## config.mk

```make
export PLATFORM = sky130hd
export DESIGN_NAME = dcl_top
export DESIGN_NICKNAME = d
export VERILOG_FILES = /design/src/core/dcl_pkg.sv /design/src/core/dcl_top.sv /design/src/core/dcl_sync.sv /design/src/core/dcl_state.sv
export SDC_FILE = /design/constraint.sdc
export NUM_CORES = 1
export LEC_CHECK = 0
export BUFFER_PORTS_ARGS = -buffer_cell sky130_fd_sc_hd__buf_2
export CAP_MARGIN = 20
export CORE_ASPECT_RATIO = 2
export CORE_MARGIN = 1
export CORE_UTILIZATION = 48
export DETAILED_ROUTE_END_ITERATION = 16
export PLACE_DENSITY = 0.8
export SLEW_MARGIN = 15
export SYNTH_ARGS = -nofsm -noshare
export SYNTH_HDL_FRONTEND = slang
export SYNTH_SLANG_ARGS = --single-unit
```

## constraint.sdc

```tcl
create_clock -name hclk -period 2.3 [get_ports hclk]
set_input_delay 0.46 -clock hclk [delete_from_list [all_inputs] [get_ports hclk]]
set_output_delay 0.46 -clock hclk [all_outputs]
set_load 0.02 [all_outputs]
```

## src/core/dcl_pkg.sv

```systemverilog
// package of constants and types for the converter control block
// ==========================================================================
package dcl_pkg;
  // ========================================================================
  // register map
  localparam logic [7:0] DCL_OFS_ACT = 8'h00;
  localparam logic [7:0] DCL_OFS_CFG = 8'h04;
  localparam logic [7:0] DCL_OFS_CTL = 8'h08;
  localparam logic [7:0] DCL_OFS_CODE = 8'h0c;
  localparam logic [7:0] DCL_OFS_RSV_LAST = 8'h30;
  // ========================================================================
  // field positions and widths
  localparam int DCL_ACT_BIT = 0;
  localparam int DCL_CFG_INT_BIT = 0;
  localparam int DCL_CFG_PIN_BIT = 1;
  localparam int DCL_CFG_SLP_BIT = 2;
  localparam int DCL_CFG_W = 3;
  localparam int DCL_CTL_ON_BIT = 0;
  localparam int DCL_CTL_SRST_BIT = 1;
  localparam int DCL_CODE_W = 12;
  localparam logic [DCL_CODE_W-1:0] DCL_CODE_FULL = 12'h0fff;  // divisor 4095
  // ========================================================================
  // reset values
  localparam logic DCL_ACT_RST = 1'b0;
  localparam logic [DCL_CFG_W-1:0] DCL_CFG_RST = 3'h0;
  localparam logic DCL_ON_RST = 1'b0;
  localparam logic [DCL_CODE_W-1:0] DCL_CODE_RST = 12'h000;
  // ========================================================================
  // timing
  localparam int DCL_CLK_MHZ = 25;
  localparam int DCL_SETTLE_NS = 1000;  // one sample at 1 Msps
  localparam int DCL_SETTLE_CYC = (DCL_SETTLE_NS * DCL_CLK_MHZ) / 1000;
  localparam int DCL_CNT_W = 6;
  // ========================================================================
  // power states
  typedef enum logic [2:0] {
    DCL_DEACT, DCL_SLEEP, DCL_OFF, DCL_ON, DCL_CONV
  } dcl_state_type;
  // analog-side controls
  typedef struct packed {
    logic analog_en;
    logic clk_en;
    logic pin_buf_en;
    logic int_buf_en;
    logic pin_oe;
    logic [DCL_CODE_W-1:0] code;
  } dcl_analog_type;
  // ahb transfer fields
  typedef struct packed {
    logic [7:0] addr;
    logic write;
  } dcl_req_type;
endpackage : dcl_pkg

```

## src/core/dcl_top.sv

```systemverilog
// converter control logic with ahb-lite register slave
//
// Our own choice: the AHB-Lite interface to the registers.
`timescale 1ns/1ns
module dcl_top (
  // clock and reset
  input wire logic hclk,
  input wire logic hresetn,
  // ahb-lite slave
  input wire logic hsel,
  input wire logic [31:0] haddr,
  input wire logic [1:0] htrans,
  input wire logic hwrite,
  input wire logic [2:0] hsize,
  input wire logic [31:0] hwdata,
  input wire logic hready,
  output logic [31:0] hrdata,
  output logic hreadyout,
  output logic hresp,
  // chip sleep request from the controller
  input wire logic sleep_req,
  // analog side
  output dcl_pkg::dcl_analog_type analog,
  output dcl_pkg::dcl_state_type power_state
);
  import dcl_pkg::*;

  // ========================================================================
  // registers
  logic act_q;
  logic [DCL_CFG_W-1:0] cfg_q;
  logic on_q;
  logic [DCL_CODE_W-1:0] code_q;
  logic srst_q;
  logic blk_rst;
  logic sleep_s;
  logic sleeping;
  logic change;
  logic on_prev_q;
  logic [DCL_CODE_W-1:0] code_prev_q;
  dcl_req_type req_q;
  logic wr_pend_q;
  logic rd_valid;
  logic [31:0] rd_word;
  dcl_state_type state;

  // ========================================================================
  // bus address phase capture, zero wait states
  always_ff @(posedge hclk or negedge hresetn) begin
    if (!hresetn) begin
      wr_pend_q <= 1'b0;
      req_q <= '0;
    end else if (hready) begin
      wr_pend_q <= hsel && htrans[1] && hwrite;
      req_q.addr <= haddr[7:0];
      req_q.write <= hwrite;
    end
  end

  // ahb response: always ready, always okay
  assign hreadyout = 1'b1;
  assign hresp = 1'b0;

  // ========================================================================
  // block reset: system reset via async, soft reset via pulse
  assign blk_rst = srst_q;

  // soft reset pulse, self clearing
  always_ff @(posedge hclk or negedge hresetn) begin
    if (!hresetn) begin
      srst_q <= 1'b0;
    end else begin
      srst_q <= wr_pend_q && req_q.addr == DCL_OFS_CTL
                && hwdata[DCL_CTL_SRST_BIT];
    end
  end

  // activation register, spared by the block reset
  always_ff @(posedge hclk or negedge hresetn) begin
    if (!hresetn) begin
      act_q <= DCL_ACT_RST;
    end else if (wr_pend_q && req_q.addr == DCL_OFS_ACT) begin
      act_q <= hwdata[DCL_ACT_BIT];
    end
  end

  // configuration register, locked while on
  always_ff @(posedge hclk or negedge hresetn) begin
    if (!hresetn) begin
      cfg_q <= DCL_CFG_RST;
    end else if (blk_rst) begin
      cfg_q <= DCL_CFG_RST;
    end else if (wr_pend_q && req_q.addr == DCL_OFS_CFG && !on_q) begin
      cfg_q <= hwdata[DCL_CFG_W-1:0];
    end
  end

  // converter-on bit, refused while not activated
  always_ff @(posedge hclk or negedge hresetn) begin
    if (!hresetn) begin
      on_q <= DCL_ON_RST;
    end else if (blk_rst) begin
      on_q <= DCL_ON_RST;
    end else if (wr_pend_q && req_q.addr == DCL_OFS_CTL) begin
      on_q <= hwdata[DCL_CTL_ON_BIT] && act_q;
    end else if (!act_q) begin
      on_q <= 1'b0;
    end
  end

  // conversion code, whole 12 bits in one write
  always_ff @(posedge hclk or negedge hresetn) begin
    if (!hresetn) begin
      code_q <= DCL_CODE_RST;
    end else if (blk_rst) begin
      code_q <= DCL_CODE_RST;
    end else if (wr_pend_q && req_q.addr == DCL_OFS_CODE) begin
      code_q <= hwdata[DCL_CODE_W-1:0];
    end
  end

  // ========================================================================
  // read mux, reserved bits and unmapped words read zero
  always_comb begin
    rd_word = 32'h0000_0000;
    case (haddr[7:0])
      DCL_OFS_ACT: rd_word[DCL_ACT_BIT] = act_q;
      DCL_OFS_CFG: rd_word[DCL_CFG_W-1:0] = cfg_q;
      DCL_OFS_CTL: rd_word[DCL_CTL_ON_BIT] = on_q;  // soft reset reads 0
      DCL_OFS_CODE: rd_word[DCL_CODE_W-1:0] = code_q;
      default: rd_word = 32'h0000_0000;
    endcase
  end
  assign rd_valid = hready && hsel && htrans[1] && !hwrite;

  // read data registered for the data phase
  always_ff @(posedge hclk or negedge hresetn) begin
    if (!hresetn) begin
      hrdata <= 32'h0000_0000;
    end else if (rd_valid) begin
      hrdata <= rd_word;
    end
  end

  // ========================================================================
  // sleep input from the controller domain
  dcl_sync u_sync (
    .hclk(hclk),
    .hresetn(hresetn),
    .din(sleep_req),
    .dout(sleep_s)
  );
  assign sleeping = sleep_s && cfg_q[DCL_CFG_SLP_BIT];

  // change detect on on-bit and code
  always_ff @(posedge hclk or negedge hresetn) begin
    if (!hresetn) begin
      on_prev_q <= DCL_ON_RST;
      code_prev_q <= DCL_CODE_RST;
    end else if (blk_rst) begin
      on_prev_q <= DCL_ON_RST;
      code_prev_q <= DCL_CODE_RST;  // no false change after soft reset
    end else begin
      on_prev_q <= on_q;
      code_prev_q <= code_q;
    end
  end
  assign change = (on_prev_q != on_q) || (code_prev_q != code_q);

  // power state tracker
  dcl_state u_state (
    .hclk(hclk),
    .hresetn(hresetn),
    .blk_rst(blk_rst),
    .active(act_q),
    .sleeping(sleeping),
    .on_bit(on_q),
    .change(change),
    .state(state)
  );
  assign power_state = state;

  // ========================================================================
  // analog controls, registered; all on one clock, no interrupt
  always_ff @(posedge hclk or negedge hresetn) begin
    if (!hresetn) begin
      analog <= '0;
    end else if (blk_rst) begin
      analog <= '0;  // follows the state reset to deactivated
    end else begin
      analog.clk_en <= act_q && !sleeping;
      analog.analog_en <= act_q && !sleeping && on_q;
      analog.pin_buf_en <= cfg_q[DCL_CFG_PIN_BIT];
      analog.int_buf_en <= cfg_q[DCL_CFG_INT_BIT];
      analog.pin_oe <= act_q && on_q && !sleeping
                       && cfg_q[DCL_CFG_PIN_BIT];
      analog.code <= code_q;  // out = vref * code / 4095
    end
  end
endmodule : dcl_top

```

## src/core/dcl_sync.sv

```systemverilog
// three-flop synchroniser for a level from outside the clock domain
`timescale 1ns/1ns
module dcl_sync (
  // clock and reset
  input wire logic hclk,
  input wire logic hresetn,
  // level in and out
  input wire logic din,
  output logic dout
);
  logic s1_q;
  logic s2_q;
  logic s3_q;
  // shift chain
  always_ff @(posedge hclk or negedge hresetn) begin
    if (!hresetn) begin
      s1_q <= 1'b0;
      s2_q <= 1'b0;
      s3_q <= 1'b0;
    end else begin
      s1_q <= din;
      s2_q <= s1_q;
      s3_q <= s2_q;
    end
  end
  // accept a change once second and third agree
  always_ff @(posedge hclk or negedge hresetn) begin
    if (!hresetn) begin
      dout <= 1'b0;
    end else if (s2_q == s3_q) begin
      dout <= s3_q;
    end
  end
endmodule : dcl_sync

```

## src/core/dcl_state.sv

```systemverilog
// power state tracker of the converter
`timescale 1ns/1ns
module dcl_state (
  // clock and resets
  input wire logic hclk,
  input wire logic hresetn,
  input wire logic blk_rst,
  // conditions
  input wire logic active,
  input wire logic sleeping,
  input wire logic on_bit,
  input wire logic change,
  // state out
  output dcl_pkg::dcl_state_type state
);
  import dcl_pkg::*;
  logic [DCL_CNT_W-1:0] cnt_q;
  dcl_state_type state_d;
  // next state
  always_comb begin
    state_d = state;
    case (state)
      DCL_CONV: begin
        if (cnt_q == '0) state_d = DCL_ON;
      end
      default: state_d = state;
    endcase
    if (!active) begin
      state_d = DCL_DEACT;
    end else if (sleeping) begin
      state_d = DCL_SLEEP;
    end else if (!on_bit) begin
      state_d = change ? DCL_CONV : DCL_OFF;
    end else if (change || state != DCL_CONV && state != DCL_ON) begin
      state_d = DCL_CONV;
    end
  end
  // state register, block reset returns to deactivated
  always_ff @(posedge hclk or negedge hresetn) begin
    if (!hresetn) begin
      state <= DCL_DEACT;
    end else if (blk_rst) begin
      state <= DCL_DEACT;
    end else begin
      state <= state_d;
    end
  end
  // settle counter for one sample period
  always_ff @(posedge hclk or negedge hresetn) begin
    if (!hresetn) begin
      cnt_q <= '0;
    end else if (blk_rst) begin
      cnt_q <= '0;
    end else if (state_d == DCL_CONV && state != DCL_CONV) begin
      cnt_q <= DCL_CNT_W'(DCL_SETTLE_CYC - 1);
    end else if (state_d == DCL_CONV && change) begin
      cnt_q <= DCL_CNT_W'(DCL_SETTLE_CYC - 1);
    end else if (cnt_q != '0) begin
      cnt_q <= cnt_q - 1'b1;
    end
  end
endmodule : dcl_state

```

==> flow_summary.toml, run 1 <==
[placed_design]
numPortBuffers = 58
place_inst = 408
preCtsSetupSlack_ps = 465
hpwl_um = 4470
gp_congestion = 0.813

[floorplanning]
fp.dieW_um = 58.5
core_area_um2 = 6110
die_h_um = 115
dieArea_um2 = 6740
top_level_ports = 129
core.rowCount = 40
initial_core_util_pct = 50.3

[timing]
hold_violations = 0
tightest_slew_ps = 891
layout_min_cycle_time_ps = 1870
rsz0062_at_grt = "false"
maxSlewHeadroom_pct = 40.6
skew_ps = 4.52
setup_slack_ps = 428
fmax_mhz = 534
slew_violations = 0
finalSetupTns_ps = 0
timing.final.crit_share_pct = 81.4
finalSetupViolations = 0

[critical_path]
slowest_delay_ps = 480
required_ps = 2520
end_kind = "flop"
cp-start-kind = "flop"
crit_buf_inv = 0
arrival_ps = 2090
reg2reg_slack_ps = 430
critical_path.top_delay_family = "simple AND/OR/NAND/NOR gates"
r2r-end = "u_state.cnt_q[1]$_DFFE_PN0P_"
critPathKind = "flop to flop"
cp_cell_sequence = "xnor2_1, nand3_1, nor4_4, a21oi_2, a2111oi_4"
worstReg2RegStart = "on_q$_DFFE_PN0P_"
crit_fanout = 7
crit_path_top_delay_cell = "dfrtp_1"
r2r_cells = 5

[clock_network]
insertion_delay_ps = 330
cts_buffer_depth = 2
cts_tree = "built"
cts_hold_buf = 0
ctsResizeCount = 0
post_cts_buffers = 0
cts.reportedPaths.clkPinSlew_ps = 50
numCtsBuffers = 9
htreeDepth = 3
root_buffer = "clkbuf_16"
cts_sinks = 70

[global_route]
grt_pass1_wl_um = 10000
grt_pass1_vias = 2134
grt_antenna_before_repair = 0
grt_use_total_pct = 20.6
grt_max_degree = 29
overflow = 0

[logic_synthesis]
syn_inst = 270
ys.warnings.count = 0
synth_area_leader_cell = "dfrtp_1"
ys_seq_area_share_pct = 57.1
synth_top_area_share_pct = 57.1
ys_ff_latch = 70
synthTopCellsByArea = "dfrtp_1, buf_4, xnor2_1, nand2_1, mux2_2"
synth.distinct_cells = 35
syn_area_um2 = 3070
syn_area_per_cell_um2 = 11.4

[routing]
routed_wl_um = 6100
drtPass1Iterations = 4
drt_iter0_drc = 61
drc_errors = 0
ant_nets = 0
vias = 2150
wire_per_inst_um = 14.4
vias_per_cell = 5.07

[finish]
utilization_pct = 60.7
layout-drive-gt1-share_pct = 27.1
stdcell_count = 424
num_antenna_cells = 0
syn_to_final_growth_pct = 20.7
fin_nets = 412

[run_status]
status = "finished clean"

[hold_path]
hold_path.class = "input port to async pin"

[pwr]
leakage_nw = 1.76
p_per_area_nw_per_um2 = 924
ir_drop_v = 0.000430

[job]
cap_violations = 0
[registers in the layout (all words and copies together) (netlist names), 3 cells and up]
register       cells
req_q              8
hrdata            12
cfg_q              3
u_state.state      3
code_q            12
analog            17
u_state.cnt_q      6
[layer usage]
| layer | vias up | wire [um] | share of wire [%] | GRT usage (%) |
|---|---|---|---|---|
| li1 | 1002 | - | - | - |
| met4 | 0 | 262 | 4.3 | 17.0 |
| met3 | 22 | 222 | 3.6 | 2.47 |
| met1 | 1057 | 2230 | 37 | 22.0 |
| met5 | - | 0 | 0 | 0 |
| met2 | 69 | 3390 | 56 | 35.2 |
[metrics by stage]
| step | power, mW | hold WS, ps | cell area, um^2 |
|---|---|---|---|
| detailed placement | 2.07 | 339 | 3400 |
| finish | 3.42 | 149 | 3700 |
| CTS | 3.46 | 162 | 3700 |
| floorplan | 1.92 | 164 | 3140 |
| global placement | 2.04 | 338 | 3400 |
| global route | 3.58 | 184 | 3700 |
[worst max path at each step]
stage                                               to  slack [ps]  cells past startpoint                  from
after global placement    u_state.cnt_q[1]$_DFFE_PN0P_         510                      5      on_q$_DFFE_PN0P_
after global routing      u_state.cnt_q[1]$_DFFE_PN0P_         290                      5      on_q$_DFFE_PN0P_
after CTS                 u_state.cnt_q[1]$_DFFE_PN0P_         420                      5      on_q$_DFFE_PN0P_
after floorplan           u_state.cnt_q[1]$_DFFE_PN0P_         710                      5   analog[2]$_DFF_PN0_
final                     u_state.cnt_q[1]$_DFFE_PN0P_         430                      5      on_q$_DFFE_PN0P_
after detailed placement         code_q[4]$_DFFE_PN0P_         470                      5  req_q[6]$_DFFE_PN0P_
[layout make-up]
class                   count  area, um^2
fillers                   517        2400
flip-flops and latches     70        1750
multi-input cells         184        1170
repair buffers             64         348
clock buffers              13         260
well taps                  84         105
clock inverters             3        42.5
inverters                   6        22.5
[cell families (layout without fill, tap and decap cells)]
group	Yosys count	count (layout)	share of synthesized area, %
compound gates	33	33	7.46
mux	16	16	5.99
fa+ha+maj	3	3	1.14
buf+inv	36	86	7.13
simple gates	92	92	15.8
xor+xnor	18	18	5.14
other cells	2	22	0.245
flops	70	70	57.1
[synth_stat cells]
cell type,count
a21oi_2,1
xnor2_1,16
nand2b_1,2
clkbuf_1,6
maj3_1,1
dfrtp_1,70
nor4_1,2
buf_1,1
ha_1,2
and3_1,2
a21oi_1,13
nand4_1,4
and2_1,3
nor4b_4,1
buf_4,22
a2111oi_4,1
mux2i_1,6
nor4_4,1
nor3b_1,1
inv_1,6
o21ai_0,8
nor3_1,8
a22o_1,9
nand4b_1,1
mux4_2,1
xor2_1,2
mux2_2,9
a211o_1,1
nand3b_1,2
nand2_1,32
nand3_1,7
nor2b_1,14
buf_2,1
conb_1,2
nor2_1,12
[layout by cell type, fill, tap and decap left out, types with 2 or more instances in the layout]
cell / netlist / routed
dfrtp_1: 70 / 70
buf_2: 1 / 58
nand2_1: 32 / 32
conb_1: 2 / 22
xnor2_1: 16 / 16
nor2b_1: 14 / 14
a21oi_1: 13 / 13
nor2_1: 12 / 12
mux2_2: 9 / 9
a22o_1: 9 / 9
clkbuf_16: 0 / 9
nor3_1: 8 / 8
o21ai_0: 8 / 8
nand3_1: 7 / 7
inv_1: 6 / 6
mux2i_1: 6 / 6
buf_4: 22 / 5
nand4_1: 4 / 4
and2_1: 3 / 3
nand3b_1: 2 / 2
nor4_1: 2 / 2
nand2b_1: 2 / 2
and3_1: 2 / 2
xor2_1: 2 / 2
ha_1: 2 / 2
clkbuf_8: 0 / 2
clkbuf_1: 6 / 2
[power by group]
group	switching [mW]	leakage [nW]	internal, mW
registers	0.106	0.820	1.36
logic	0.315	0.792	0.264
clock network	0.482	0.146	0.896
(Power assumes the default switching activity.)
==> run 2, diff against run 1 <==
clock period = 1.75 ns   (was 2.3 ns; I/O delays follow)
==> run 2 against run 1 <==
Net effect: first-iteration DRC count increased by 30%; global-route usage about the same; maximum frequency increased by 4.4%; the run now ends with negative setup slack left; design area increased by 4.7%; sequential cell count unchanged; power increased by 38%; hold slack got worse by 24 ps; die area unchanged.
==> flow_summary.toml, run 2 (synthesis results as in run 1) <==
[job]
cap_violations = 0

[clock_network]
numCtsBuffers = 9
root_buffer = "clkbuf_16"
insertion_delay_ps = 330
cts_buffer_depth = 2
cts.reportedPaths.clkPinSlew_ps = 60
htreeDepth = 3
cts_tree = "built"
cts_sinks = 70

[finish]
fin_nets = 426
reg_top3 = "analog: 17 flops, code_q: 12 flops, hrdata: 12 flops"
num_antenna_cells = 0
nFillCells = 490
final_cell_mix = "dfrtp_1, buf_2, nand2_1"
syn_to_final_growth_pct = 26.3
utilization_pct = 63.5
final_common_cell = "dfrtp_1"
layout-drive-gt1-share_pct = 31.6
largest_register_ffs = 17
regMostFlops = "analog"

[floorplanning]
top_level_ports = 129
die_h_um = 115
core_area_um2 = 6110
initial_core_util_pct = 50.3
fp.dieW_um = 58.5
dieArea_um2 = 6740
core.rowCount = 40

[critical_path]
arrival_ps = 2000
r2r-end = "u_state.cnt_q[4]$_DFFE_PN0P_"
critPathKind = "flop to flop"
reg2reg_slack_ps = -40
r2r_cells = 6
crit_fanout = 3
required_ps = 1950
worstReg2RegStart = "code_q[9]$_DFFE_PN0P_"
end_kind = "flop"
cp-start-kind = "flop"

[global_route]
grt_pass1_vias = 2209
grt_max_degree = 43
grt_antenna_before_repair = 0
grt_pass1_wl_um = 10000
overflow = 0
grt_use_total_pct = 20.6

[routing]
routed_wl_um = 6310
wire_per_inst_um = 14.4
drc_errors = 0
drt_iter0_drc = 79
ant_nets = 0
vias = 2222
drtPass1Iterations = 4
vias_per_cell = 5.07

[hold_path]
hold_path.class = "input port to flop"
hold_path_end = "u_sync.s1_q$_DFF_PN0_"
min_from = "sleep_req"
hold_depth = 1

[pwr]
p_per_area_nw_per_um2 = 1210
leakage_nw = 1.84
p_seq_share_pct = 41.1
power.total_mw = 4.70
switching_share_pct = 27.0
clkPwrFrac_pct = 40.6
ir_drop_v = 0.000657
internal_power_mw = 3.43
switching_power_mw = 1.27
comb_power_share_pct = 18.4

[timing]
skew_ps = 5.24
holdWs_ps = 125
rsz0062_at_grt = "true"
finalSetupViolations = 3
setup_slack_ps = -42.5
layout_min_cycle_time_ps = 1790
hold_violations = 0
timing.final.crit_share_pct = 102
slew_violations = 0
fmax_mhz = 558

[placed_design]
gp_congestion = 0.853
numPortBuffers = 58
hpwl_um = 4570
preCtsSetupSlack_ps = -43.1

[run_status]
violations = "negative setup slack"
status = "complete, but fails checks"
-- run 2: final cells by class --
type	instances	area [um^2]	area share (%)
tap	84	105	2.71
clock inverter	6	86.3	2.23
sequential	70	1750	45.2
clock buffer	10	229	5.91
inverter	6	22.5	0.581
multi-input combinational	184	1220	31.6
timing repair buffer	78	459	11.8
-- run 2: how the worst max path moves through the flow --
stage / from / end / slack (ps) / cells after the start
after CTS: req_q[6]$_DFFE_PN0P_ / code_q[10]$_DFFE_PN0P_ / 0.5 / 6
after floorplan: analog[2]$_DFF_PN0_ / u_state.cnt_q[1]$_DFFE_PN0P_ / 160 / 5
after global routing: analog[0]$_DFF_PN0_ / u_state.cnt_q[4]$_DFFE_PN0P_ / -120 / 6
after global placement: req_q[6]$_DFFE_PN0P_ / on_q$_DFFE_PN0P_ / 4 / 6
after detailed placement: req_q[6]$_DFFE_PN0P_ / on_q$_DFFE_PN0P_ / -40 / 6
final: code_q[9]$_DFFE_PN0P_ / u_state.cnt_q[4]$_DFFE_PN0P_ / -40 / 6
-- run 2: timing repair --
| action | CTS | global route |
|---|---|---|
| hold buffers | 1 | 0 |
| cloned | 0 | 0 |
| setup endpoints to repair | 10 | 17 |
| pin swaps | 0 | 11 |
| setup buffers | 0 | 4 |
| resized for setup | 2 | 9 |
| hold endpoints to repair | 16 | 0 |
-- run 2: critical path, stage by stage (launching register included) --
cell and delay [ps]:
dfrtp_1 400, xnor2_1 170, nand4_1 230, nor4_4 440
buf_4 190, a211o_1 150, o21ai_0 90
-- run 2: per-stage QoR --
step	cells	instance area [um^2]	TNS, ps
after floorplan	290	3140	0
after global placement	417	3470	0
after detailed placement	417	3470	-51.3
after CTS	434	3800	0
after global routing	438	3880	-400
final	438	3880	-58.6
-- run 2: power groups by stage --
stage	combinational, mW	sequential (mW)	clock, mW
after floorplan	0.563	1.96	0
after global placement	0.771	1.94	0
after detailed placement	0.798	1.95	0
after CTS	0.808	1.93	1.95
after global routing	0.941	1.95	2.00
final	0.863	1.93	1.91
-- run 2: per-layer routing --
metal | global-route usage [%] | part of all wire (%) | vias to the layer above | routed length [um]
li1 | - | - | 1035 | -
met1 | 21.7 | 38 | 1079 | 2390
met2 | 33.4 | 52 | 84 | 3310
met3 | 6.30 | 4.5 | 24 | 282
met4 | 15.9 | 5.1 | 0 | 325
met5 | 0 | 0 | - | 0
